[config.mk]
export PLATFORM = sky130hd
export DESIGN_NAME = mio_top
export DESIGN_NICKNAME = d
export VERILOG_FILES = /design/src/hw/mio_pkg.sv /design/src/hw/mio_mem_if.sv /design/src/hw/mio_top.sv /design/src/hw/mio_word_mem.sv
export SDC_FILE = /design/constraint.sdc
export NUM_CORES = 1
export LEC_CHECK = 0
export BUFFER_PORTS_ARGS = -buffer_cell sky130_fd_sc_hd__buf_2
export CAP_MARGIN = 20
export CELL_PAD_IN_SITES_DETAIL_PLACEMENT = 1
export CELL_PAD_IN_SITES_GLOBAL_PLACEMENT = 2
export CORE_UTILIZATION = 40
export DETAILED_ROUTE_END_ITERATION = 6
export PLACE_DENSITY_LB_ADDON = 0.1
export SYNTH_ARGS = -nofsm -noshare
export SYNTH_HDL_FRONTEND = slang
export SYNTH_SLANG_ARGS = --single-unit
[constraint.sdc]
create_clock -name ref_clk_i -period 7.6 [get_ports ref_clk_i]
set_input_delay 1.14 -clock ref_clk_i [delete_from_list [all_inputs] [get_ports ref_clk_i]]
set_output_delay 1.14 -clock ref_clk_i [all_outputs]
set_load 0.05 [all_outputs]
[src/hw/mio_pkg.sv]
/*
 * Constants for the motion unit digital point space: register offsets,
 * point ranges, drive type codes and per-type masks of wired positions.
 * Assumes a 32-bit APB register bus with word-aligned byte addresses.
 */
package mio_pkg;

   // Point space
   localparam int POINT_COUNT = 256;
   localparam int WORD_BITS = 32;
   localparam int WORDS_PER_SPACE = POINT_COUNT / WORD_BITS;
   localparam int NOLINE_OUT_BITS = 8;
   localparam int PHYS_OUT_LSB = 8;
   localparam int PHYS_OUT_BITS = 8;
   localparam int PHYS_IN_BITS = 16;
   localparam int DRIVE_PTS = 16;
   localparam int DRIVE_LSB = 16;

   // APB address layout, byte addresses
   localparam int ADDR_W = 12;
   localparam logic [ADDR_W-1:0] OFS_OUT_BASE = 12'h000;
   localparam logic [ADDR_W-1:0] OFS_IN_BASE = 12'h020;
   localparam logic [ADDR_W-1:0] OFS_INVERT = 12'h040;
   localparam logic [ADDR_W-1:0] OFS_AXIS_SEL = 12'h044;
   localparam logic [ADDR_W-1:0] OFS_DRIVE_IN = 12'h048;
   localparam logic [ADDR_W-1:0] OFS_DRIVE_CFG = 12'h04C;
   localparam logic [ADDR_W-1:0] SPACE_MASK = 12'hFE0;
   localparam int MEM_AW = 4;

   // Drive configuration word fields
   localparam int CFG_ATTACH_BIT = 0;
   localparam int CFG_TYPE_LSB = 1;
   localparam int CFG_TYPE_W = 2;

   // Fixed values
   localparam logic [WORD_BITS-1:0] WORD_ZERO = 32'h0000_0000;
   localparam logic [DRIVE_PTS-1:0] PTS_ZERO = 16'h0000;

   // Drive families and the mapped positions 16..31 each one wires
   typedef enum logic [1:0] {
      MIO_DRV_TYPE_A = 2'b00,
      MIO_DRV_TYPE_B = 2'b01,
      MIO_DRV_TYPE_C = 2'b10,
      MIO_DRV_TYPE_D = 2'b11
   } mio_drv_type_e;

   localparam logic [DRIVE_PTS-1:0] USED_TYPE_A = 16'hF3FF;
   localparam logic [DRIVE_PTS-1:0] USED_TYPE_B = 16'hF7FF;
   localparam logic [DRIVE_PTS-1:0] USED_TYPE_C = 16'h0647;
   localparam logic [DRIVE_PTS-1:0] USED_TYPE_D = 16'hFFE7;

   // Bus transfer sequencer, Gray coded along idle, fetch, done
   typedef enum logic [1:0] {
      MIO_ST_IDLE = 2'b00,
      MIO_ST_FETCH = 2'b01,
      MIO_ST_DONE = 2'b11
   } mio_state_e;

endpackage : mio_pkg

[src/hw/mio_mem_if.sv]
/*
 * Carrier between the point-space top and its word store.
 * Assumes both ends share the top's clock.
 */
`timescale 1ns/1ps
`default_nettype none

interface mio_mem_if;
   import mio_pkg::*;

   logic [MEM_AW-1:0] addr;
   logic we;
   logic [WORD_BITS-1:0] wdata;
   logic [WORD_BITS-1:0] rdata;

   modport user (output addr, output we, output wdata, input rdata);
   modport store (input addr, input we, input wdata, output rdata);
endinterface : mio_mem_if

`default_nettype wire

[src/hw/mio_top.sv]
/*
 * Digital point space of a motion control unit behind an APB slave:
 * 256 outputs, 256 inputs, front lines, and per-axis drive input images.
 * Assumes APB3 timing, inputs synchronous to ref_clk_i, and drives that
 * already route and decode their own connector pins.
 */
`timescale 1ns/1ps
`default_nettype none

// What this block does
// - Provide 256 input points and 256 output points indexed from zero.
// - Outputs 0 to 7 ignore writes and always read zero.
// - Outputs 8 to 15 drive front lines; read returns commanded state.
// - Outputs 16 to 255 are stored bits that read back what was written.
// - Each output point exists once for the unit, never per axis.
// - Inputs 0 to 15 read the present state of the front lines.
// - Inputs 16 to 255 are stored software inputs readable by the host.
// - General input read returns one unit-wide value per point.
// - General read excludes drive inputs; they have their own read register.
// - Only network-attached drives have their inputs mapped.
// - Drive positions 16 and 17 carry forward and reverse overtravel.
// - Drive position 18 carries the homing slowdown switch.
// - Drive positions 19 to 21 carry encoder phases A, B and Z.
// - Drive positions 22 to 24 carry the three latch triggers.
// - Positions 25, 26 brake and stop; 28 to 31 general or clamp inputs.
// - Drive inputs are held separately for every axis.
// - Inverting a point affects unit input and every axis drive input.
module mio_top
   import mio_pkg::*;
#(
   parameter int N_AXES = 8,
   parameter int AXIS_W = 3
) (
   input wire logic ref_clk_i,
   input wire logic rst_n_i,
   input wire logic [ADDR_W-1:0] paddr_i,
   input wire logic psel_i,
   input wire logic penable_i,
   input wire logic pwrite_i,
   input wire logic [WORD_BITS-1:0] pwdata_i,
   output logic [WORD_BITS-1:0] prdata_o,
   output logic pready_o,
   output logic pslverr_o,
   input wire logic [PHYS_IN_BITS-1:0] front_in_i,
   output logic [PHYS_OUT_BITS-1:0] front_out_o,
   input wire logic [N_AXES*DRIVE_PTS-1:0] drive_pts_i,
   output logic [N_AXES*DRIVE_PTS-1:0] drive_pts_o
);

   // Image bit of each mapped drive point; bit 0 of an image is point 16.
   // Kept as names so the family masks below read as a wiring table.
   // A point moved here moves in every family at once, which is the
   // intent: the position of a signal does not depend on the family.
   localparam int BIT_FWD_OVERTRAVEL = 0;
   localparam int BIT_REV_OVERTRAVEL = 1;
   localparam int BIT_HOME_SLOWDOWN = 2;
   localparam int BIT_PHASE_A = 3;
   localparam int BIT_PHASE_B = 4;
   localparam int BIT_INDEX_Z = 5;
   localparam int BIT_LATCH_ONE = 6;
   localparam int BIT_LATCH_TWO = 7;
   localparam int BIT_LATCH_THREE = 8;
   localparam int BIT_BRAKE = 9;
   localparam int BIT_HALT = 10;
   localparam int BIT_GENERAL_2 = 11;
   localparam int BIT_GENERAL_LSB = 12;
   localparam int GENERAL_HIGH_W = 4;

   // Single image bit, the seed of every group but the high general inputs
   localparam logic [DRIVE_PTS-1:0] PT_ONE = 16'h0001;

   // Groups of points that families wire or leave out together
   localparam logic [DRIVE_PTS-1:0] GRP_LIMITS =
      (PT_ONE << BIT_FWD_OVERTRAVEL) | (PT_ONE << BIT_REV_OVERTRAVEL) | (PT_ONE << BIT_HOME_SLOWDOWN);
   localparam logic [DRIVE_PTS-1:0] GRP_PHASE_AB =
      (PT_ONE << BIT_PHASE_A) | (PT_ONE << BIT_PHASE_B);
   localparam logic [DRIVE_PTS-1:0] GRP_INDEX = PT_ONE << BIT_INDEX_Z;
   localparam logic [DRIVE_PTS-1:0] GRP_LATCH_ONE = PT_ONE << BIT_LATCH_ONE;
   localparam logic [DRIVE_PTS-1:0] GRP_LATCH_MORE =
      (PT_ONE << BIT_LATCH_TWO) | (PT_ONE << BIT_LATCH_THREE);
   localparam logic [DRIVE_PTS-1:0] GRP_BRAKE = PT_ONE << BIT_BRAKE;
   localparam logic [DRIVE_PTS-1:0] GRP_HALT = PT_ONE << BIT_HALT;
   localparam logic [DRIVE_PTS-1:0] GRP_GENERAL_2 = PT_ONE << BIT_GENERAL_2;
   localparam logic [DRIVE_PTS-1:0] GRP_GENERAL_HIGH =
      DRIVE_PTS'({GENERAL_HIGH_W{1'b1}}) << BIT_GENERAL_LSB;

   // Family wiring. The first family lacks the stop and general input 2,
   // the second adds the stop, the third wires only limits, first latch,
   // brake and stop, the fourth everything but the A and B phases.
   // Built from groups rather than copied hex, so a slip in one place
   // shows up as a mismatch against the bench's own table.
   localparam logic [DRIVE_PTS-1:0] FAM_A_PTS =
      GRP_LIMITS | GRP_PHASE_AB | GRP_INDEX | GRP_LATCH_ONE | GRP_LATCH_MORE | GRP_BRAKE | GRP_GENERAL_HIGH;
   localparam logic [DRIVE_PTS-1:0] FAM_B_PTS = FAM_A_PTS | GRP_HALT;
   localparam logic [DRIVE_PTS-1:0] FAM_C_PTS = GRP_LIMITS | GRP_LATCH_ONE | GRP_BRAKE | GRP_HALT;
   localparam logic [DRIVE_PTS-1:0] FAM_D_PTS =
      GRP_LIMITS | GRP_INDEX | GRP_LATCH_ONE | GRP_LATCH_MORE | GRP_BRAKE | GRP_HALT | GRP_GENERAL_2
      | GRP_GENERAL_HIGH;

   // Positions a drive family actually wires; the rest are forced low
   // Unknown codes fall back to the first family rather than to zero,
   // so a miscoded axis still shows its limits
   function automatic logic [DRIVE_PTS-1:0] used_mask(input logic [CFG_TYPE_W-1:0] kind);
      logic [DRIVE_PTS-1:0] m;
      m = FAM_A_PTS;
      case (mio_drv_type_e'(kind))
         MIO_DRV_TYPE_A: m = FAM_A_PTS;
         MIO_DRV_TYPE_B: m = FAM_B_PTS;
         MIO_DRV_TYPE_C: m = FAM_C_PTS;
         MIO_DRV_TYPE_D: m = FAM_D_PTS;
         default: m = FAM_A_PTS;
      endcase
      return m;
   endfunction : used_mask

   // True when an address falls inside one of the two point spaces
   function automatic logic in_space(input logic [ADDR_W-1:0] a, input logic [ADDR_W-1:0] base);
      return (a & SPACE_MASK) == base;
   endfunction : in_space

   // Two eight-word spaces of 32 points each give the 256 outputs and
   // 256 inputs; the store is one array so both share a single read port
   mio_mem_if mem_bus ();

   mio_word_mem u_store (
      .ref_clk_i(ref_clk_i),
      .rst_n_i(rst_n_i),
      .mem(mem_bus.store)
   );

   mio_state_e state;
   mio_state_e next_state;
   logic [WORD_BITS-1:0] invert;
   logic [AXIS_W-1:0] axis_sel;
   logic [N_AXES-1:0] attached;
   logic [CFG_TYPE_W-1:0] drv_kind [0:N_AXES-1];
   logic [DRIVE_PTS-1:0] drv_img [0:N_AXES-1];

   // Address decode of the held request.
   // The request stands unchanged from setup to the ready edge, so the
   // decode needs no register of its own and stays valid in every state.
   // Misaligned addresses still hit a space but are refused below.
   wire logic hit_out = in_space(paddr_i, OFS_OUT_BASE);
   wire logic hit_in = in_space(paddr_i, OFS_IN_BASE);
   wire logic hit_inv = (paddr_i == OFS_INVERT);
   wire logic hit_sel = (paddr_i == OFS_AXIS_SEL);
   wire logic hit_din = (paddr_i == OFS_DRIVE_IN);
   wire logic hit_cfg = (paddr_i == OFS_DRIVE_CFG);
   wire logic aligned = (paddr_i[1:0] == 2'b00);
   wire logic hit_any = aligned & (hit_out | hit_in | hit_inv | hit_sel | hit_din | hit_cfg);
   wire logic word0 = (paddr_i[4:2] == 3'b000);
   wire logic axis_ok = (32'(axis_sel) < N_AXES);

   // A write takes effect only at the edge that ends the access phase
   wire logic commit = (state == MIO_ST_DONE) & psel_i & penable_i;
   wire logic wr_commit = commit & pwrite_i & hit_any;

   // Store index: bit 3 selects the input space, low bits the word
   assign mem_bus.addr = {hit_in, paddr_i[4:2]};
   assign mem_bus.we = wr_commit & (hit_out | hit_in);
   assign mem_bus.wdata = pwdata_i;

   // Transfer sequencer: setup addresses the store, fetch forms the answer.
   // Walk: setup edge enters fetch; the store's read data lands at that
   // edge, so fetch can register the answer; done is the ready cycle.
   // The fixed two-cycle access trades speed for a registered read path.
   // Done always returns to idle, so a back-to-back setup is taken one
   // edge later, which is exactly when the master shows it.
   always_comb begin
      next_state = state;
      case (state)
         MIO_ST_IDLE: begin
            if (psel_i & ~penable_i) begin
               next_state = MIO_ST_FETCH;
            end
         end
         MIO_ST_FETCH: begin
            next_state = MIO_ST_DONE;
         end
         MIO_ST_DONE: begin
            next_state = MIO_ST_IDLE;
         end
         default: begin
            next_state = MIO_ST_IDLE;
         end
      endcase
   end

   always_ff @(posedge ref_clk_i) begin
      if (!rst_n_i) begin
         state <= MIO_ST_IDLE;
      end else begin
         state <= next_state;
      end
   end

   // Output word 0: no-line bits zero, front lines from their flops
   wire logic [WORD_BITS-1:0] out_word0 =
      {mem_bus.rdata[WORD_BITS-1:PHYS_OUT_LSB+PHYS_OUT_BITS], front_out_o,
       {NOLINE_OUT_BITS{1'b0}}};

   // Input word 0: front lines below, stored software points above
   wire logic [WORD_BITS-1:0] in_word0 =
      {mem_bus.rdata[WORD_BITS-1:PHYS_IN_BITS], front_in_i} ^ invert;

   // Unit-wide read of a point word; drive images never appear here
   wire logic [WORD_BITS-1:0] out_word = word0 ? out_word0 : mem_bus.rdata;
   wire logic [WORD_BITS-1:0] in_word = word0 ? in_word0 : mem_bus.rdata;

   wire logic [DRIVE_PTS-1:0] sel_img = axis_ok ? drv_img[axis_sel] : PTS_ZERO;
   wire logic sel_attached = axis_ok ? attached[axis_sel] : 1'b0;
   wire logic [CFG_TYPE_W-1:0] sel_kind = axis_ok ? drv_kind[axis_sel] : 2'b00;

   wire logic [WORD_BITS-1:0] cfg_word =
      WORD_ZERO | (WORD_BITS'(sel_kind) << CFG_TYPE_LSB) | WORD_BITS'(sel_attached);

   // Read data selection for the held address
   logic [WORD_BITS-1:0] rd_word;
   always_comb begin
      rd_word = WORD_ZERO;
      if (hit_out) begin
         rd_word = out_word;
      end else if (hit_in) begin
         rd_word = in_word;
      end else if (hit_inv) begin
         rd_word = invert;
      end else if (hit_sel) begin
         rd_word = WORD_BITS'(axis_sel);
      end else if (hit_din) begin
         rd_word = {sel_img, PTS_ZERO};
      end else if (hit_cfg) begin
         rd_word = cfg_word;
      end
   end

   // Answer flops: ready and error rise for the cycle of the sampling edge.
   // Read data is loaded only in fetch and then held, so it stays steady
   // through the ready cycle; writes and refused reads return zero.
   always_ff @(posedge ref_clk_i) begin
      if (!rst_n_i) begin
         pready_o <= 1'b0;
         pslverr_o <= 1'b0;
         prdata_o <= WORD_ZERO;
      end else begin
         pready_o <= (next_state == MIO_ST_DONE);
         pslverr_o <= (next_state == MIO_ST_DONE) & ~hit_any;
         if (state == MIO_ST_FETCH) begin
            prdata_o <= (hit_any & ~pwrite_i) ? rd_word : WORD_ZERO;
         end
      end
   end

   // Front output lines: only bits 8..15 of output word 0 reach them
   always_ff @(posedge ref_clk_i) begin
      if (!rst_n_i) begin
         front_out_o <= '0;
      end else if (wr_commit & hit_out & word0) begin
         front_out_o <= pwdata_i[PHYS_OUT_LSB +: PHYS_OUT_BITS];
      end
   end

   // Polarity inversion of points 0..31; also steers every axis image
   always_ff @(posedge ref_clk_i) begin
      if (!rst_n_i) begin
         invert <= WORD_ZERO;
      end else if (wr_commit & hit_inv) begin
         invert <= pwdata_i;
      end
   end

   // Axis selector for the drive input and configuration windows
   always_ff @(posedge ref_clk_i) begin
      if (!rst_n_i) begin
         axis_sel <= '0;
      end else if (wr_commit & hit_sel) begin
         axis_sel <= pwdata_i[AXIS_W-1:0];
      end
   end

   // Per-axis drive attachment and family; writes to a missing axis are dropped.
   // Detached axes keep their family code, so reattaching needs one write.
   always_ff @(posedge ref_clk_i) begin
      if (!rst_n_i) begin
         attached <= '0;
         for (int i = 0; i < N_AXES; i++) begin
            drv_kind[i] <= 2'b00;
         end
      end else if (wr_commit & hit_cfg & axis_ok) begin
         attached[axis_sel] <= pwdata_i[CFG_ATTACH_BIT];
         drv_kind[axis_sel] <= pwdata_i[CFG_TYPE_LSB +: CFG_TYPE_W];
      end
   end

   // Drive images: each axis keeps its own positions 16..31.
   // One register stage per axis; a drive input shows on the image one
   // cycle after it arrives, and the read window adds the bus latency.
   for (genvar g = 0; g < N_AXES; g++) begin : g_axis
      // Positions arrive already decoded by the drive's own pin selectors
      wire logic [DRIVE_PTS-1:0] raw = drive_pts_i[g*DRIVE_PTS +: DRIVE_PTS];
      // Inversion first, then the mask, so an inverted unused point stays low
      wire logic [DRIVE_PTS-1:0] shaped =
         (raw ^ invert[DRIVE_LSB +: DRIVE_PTS]) & used_mask(drv_kind[g]);

      always_ff @(posedge ref_clk_i) begin
         if (!rst_n_i) begin
            drv_img[g] <= PTS_ZERO;
         end else begin
            // Positions 16..31 map in bit order: limits, slowdown, phases,
            // latches, brake, stop, general or clamp inputs
            drv_img[g] <= attached[g] ? shaped : PTS_ZERO;
         end
      end

      assign drive_pts_o[g*DRIVE_PTS +: DRIVE_PTS] = drv_img[g];
   end

   // Limitation: active-low signals of one family arrive as delivered.
   // Software flips them with the inversion word, which then also flips
   // the unit-wide input of the same number on every axis.

endmodule : mio_top

`default_nettype wire

[src/hw/mio_word_mem.sv]
/*
 * Word store for the software points: output words then input words.
 * Assumes synchronous active-low reset; read data is registered, one cycle.
 */
`timescale 1ns/1ps
`default_nettype none

module mio_word_mem
   import mio_pkg::*;
(
   input wire logic ref_clk_i,
   input wire logic rst_n_i,
   mio_mem_if.store mem
);

   logic [WORD_BITS-1:0] words [0:(1 << MEM_AW)-1];

   // Cleared on reset so every stored point reads zero until written
   always_ff @(posedge ref_clk_i) begin
      if (!rst_n_i) begin
         for (int i = 0; i < (1 << MEM_AW); i++) begin
            words[i] <= WORD_ZERO;
         end
         mem.rdata <= WORD_ZERO;
      end else begin
         if (mem.we) begin
            words[mem.addr] <= mem.wdata;
         end
         mem.rdata <= words[mem.addr];
      end
   end

endmodule : mio_word_mem

`default_nettype wire
==> results.sh <==
export IMPL_status="finished, final reports clean"
export IMPL_min_delay_path_depth=2
export IMPL_final_hold_violation_count=0
export IMPL_min_path_type="reg2reg"
export IMPL_clkPwrFrac=0.451
export IMPL_vias_per_cell=5.52
export IMPL_drc=0
export IMPL_fin_skew_ns=0.0192
export IMPL_ant_nets=0
export IMPL_yosysUniqueCellTypes=59
export IMPL_seq_area_mm2=0.0208
export IMPL_finalCritPeriodShare=0.541
export IMPL_busiest_layer="met2"
export IMPL_arrival_ns=4.62
export IMPL_syn_avg_cell_area_um2=13.2
export IMPL_dr_pass1_iters=5
export IMPL_r2r_slack_ns=4.23
export IMPL_max_cap_viol_count=0
export IMPL_synthesis_nets=2811
export IMPL_irDropWorstVdd_mv=0.172
export IMPL_hpwl_mm=74.5
export IMPL_clock_root_buffer="clkbuf_16"
export IMPL_yosysSeqAreaShare=0.605
export IMPL_min_from="prdata_o[10]"
export IMPL_clk_latency_ns=0.64
export IMPL_p_leak_uw=0.0144
export IMPL_relSlewSlack=0.267
export IMPL_fillers=8784
export IMPL_rows=107
export IMPL_wire_per_inst_um=28.0
export IMPL_io_buffers=362
export IMPL_finalMaxSlewViolations=0
export IMPL_multi_input_area_mm2=0.0129
export IMPL_cts_made_buffers=87
export IMPL_power_switching_uw=2110
export IMPL_wl_mm=115
export IMPL_die_w_um=296
export IMPL_rsz0062_at_grt="false"
export IMPL_yosys_warnings=0
export IMPL_crit_chain="buf_2, or3b_2, nor2_4, buf_4, mux4_2, and2_1"
export IMPL_dieArea_mm2=0.0873
export IMPL_ys_ff_latch=777
export IMPL_layout_common_cells="528 x edfxtp_1, 360 x buf_2, 353 x and2_1"
export IMPL_grt_util_met1=0.364
export IMPL_synth_ff_type="edfxtp_1"
export IMPL_design_area_mm2=0.0402
export IMPL_dieHeight_um=296
export IMPL_crit_slowest_cell="nor2_4"
export IMPL_grt_total_usage=0.266
export IMPL_fin_nets=3088
export IMPL_grt_pass1_wl_mm=166
export IMPL_postCtsSetupBuffers=0
export IMPL_met2_usage=0.428
export IMPL_grt_max_degree=75
export IMPL_syn_inst=2618
export IMPL_fin_tns_setup_ns=0
export IMPL_ff2ff_path_depth=6
export IMPL_critPathKind="in2reg"
export IMPL_drive_gt1_frac=0.262
export IMPL_path_buf_inv=2
export IMPL_tightest_slew_ns=1.10
export IMPL_clockBufferDepth=3
export IMPL_async_reset_ff_frac=0
export IMPL_core_area_mm2=0.0853
export IMPL_grt_overflow_total=0
export IMPL_cts_resized=0
export IMPL_cp_required_ns=8.11
export IMPL_endpoint_kind="flop"
export IMPL_cts_htree_levels=3
export IMPL_synth_edf_count=528
export IMPL_layout_commonest_cell="edfxtp_1"
export IMPL_drt_iter0_drc=1710
export IMPL_area_delta_synth_final_pct=16.7
export IMPL_postPlaceCellArea_mm2=0.0373
export IMPL_switching_share=0.224
export IMPL_seqPwrFrac=0.494
export IMPL_cts_sinks=777
export IMPL_grt_util_met3=0.0447
export IMPL_combPwrFrac=0.055
export IMPL_r2r_start="state[1]"
export IMPL_vias=22700
export IMPL_cpLargestDelayFamily="simple AND/OR/NAND/NOR gates"
export IMPL_gp_congestion=0.831
export IMPL_startpoint="paddr_i[5]"
export IMPL_fmax_mhz=243
export IMPL_min_to="prdata_o[10]"
export IMPL_antenna_found_initial=18
export IMPL_grt_pass1_vias=23800
export IMPL_p_int_uw=7310
export IMPL_syn_area_mm2=0.0345
export IMPL_clk_pin_slew_ns=0.06
export IMPL_r2r_end="u_store.words[1][25]"
export IMPL_cp_max_fo=31
export IMPL_top_level_ports=363
export IMPL_initial_core_util=0.404
export IMPL_setup_violations=0
export IMPL_period_minus_slack_ns=4.11
export IMPL_tritoncts="yes"
export IMPL_power_density_mw_per_mm2=234
export IMPL_critPathMaxStageDelay_ns=0.87
export IMPL_holdBufCountCts=0
export IMPL_startpoint_type="input port"
## worst max path at each step
| stage | end | cells past startpoint | slack [ns] |
|---|---|---|---|
| 2_1_floorplan | u_store.words[3][0] | 5 | 1.44 |
| 3_3_place_gp | u_store.mem.rdata[27] | 6 | 2.84 |
| 3_5_place_dp | u_store.mem.rdata[27] | 6 | 2.78 |
| 4_1_cts | u_store.mem.rdata[24] | 6 | 3.44 |
| 5_1_grt | u_store.mem.rdata[2] | 6 | 3.30 |
| 6_report | u_store.mem.rdata[24] | 6 | 3.49 |
## power by group through the flow
| stage | Sequential, µW | Combinational, µW | Clock (µW) |
|---|---|---|---|
| final | 4660 | 519 | 4250 |
| after global routing | 4660 | 551 | 4470 |
| after CTS | 4660 | 527 | 4320 |
| after detailed placement | 4740 | 525 | 0 |
| after global placement | 4740 | 520 | 0 |
| after floorplan | 4730 | 292 | 0 |
## sequential cells by signal, summed over array words and instances (netlist names), named ones only
register           count
prdata_o              32
attached               8
drv_kind              16
front_out_o            8
drv_img              128
axis_sel               3
u_store.mem.rdata     32
u_store.words        512
pslverr_o              1
invert                32
state                  2
## cells in the mapped netlist (4+ instances only)
cell,instances,area share
buf_1,11,0.0012
nand4_1,4,0.00073
a211oi_1,16,0.0035
a21oi_1,10,0.0015
edfxtp_1,528,0.46
buf_6,14,0.0046
clkbuf_1,156,0.017
nand3_1,16,0.0023
a22oi_1,15,0.0033
nor3_1,54,0.0078
o31ai_1,4,0.00087
mux2i_1,64,0.019
buf_4,5,0.0011
inv_1,11,0.0012
a32oi_1,5,0.0013
o21ai_1,6,0.00087
nand2b_1,16,0.0029
nand2_1,158,0.017
mux4_2,196,0.13
a21o_1,9,0.0020
and3_1,5,0.00091
o21ai_0,80,0.012
xnor2_1,141,0.036
a31oi_1,17,0.0031
nor2b_1,41,0.0074
buf_2,25,0.0036
o2bb2ai_1,5,0.0013
nor2_2,4,0.00073
clkbuf_2,6,0.00087
dfxtp_1,249,0.14
and2_1,353,0.064
nor2_1,350,0.038
## metal layers
metal / part of all wire / vias up
met5: 0.00020 / -
met4: 0.033 / 4
met3: 0.063 / 195
met2: 0.47 / 806
met1: 0.43 / 11800
li1: - / 9937
## cell families (layout without fill, tap and decap cells)
| group | after synthesis | count (layout) | share of synthesized area |
|---|---|---|---|
| DFF | 777 | 777 | 0.605 |
| muxes | 260 | 260 | 0.147 |
| buffers and inverters | 228 | 577 | 0.0295 |
| other | 0 | 7 | 0 |
| xor gates and xnor gates | 141 | 141 | 0.0358 |
| and+or+nand+nor | 1027 | 1027 | 0.149 |
| AOI/OAI and AO/OA | 185 | 185 | 0.0342 |
## worst reg2reg max path: stages (launching register included)
cell,delay (ns)
dfxtp_1,0.40
nand4_1,0.31
nor2_1,0.48
and2_1,0.29
nand2b_2,0.14
o41ai_4,0.85
buf_4,0.53
## through the flow
step / util / instances / power [µW] / setup WS [ns] / hold WS, ns
2_1_floorplan: - / 2618 / 5020 / 1.44 / 0.448
3_3_place_gp: 0.437 / 3947 / 5260 / 2.84 / 0.446
5_1_grt: 0.472 / 4113 / 9690 / 3.30 / 0.476
6_report: 0.472 / 4118 / 9420 / 3.49 / 0.448
4_1_cts: 0.471 / 4110 / 9510 / 3.44 / 0.456
3_5_place_dp: 0.438 / 3949 / 5270 / 2.78 / 0.445
## layout make-up
class,instances,share of cell area
Multi-Input combinational cell,1613,0.320
Tap cell,1144,0.0356
Inverter,11,0.00103
Timing Repair Buffer,405,0.0543
Antenna cell,7,0.000435
Sequential cell,777,0.518
Clock inverter,33,0.00818
Clock buffer,128,0.0625
(Power assumes the default switching activity.)
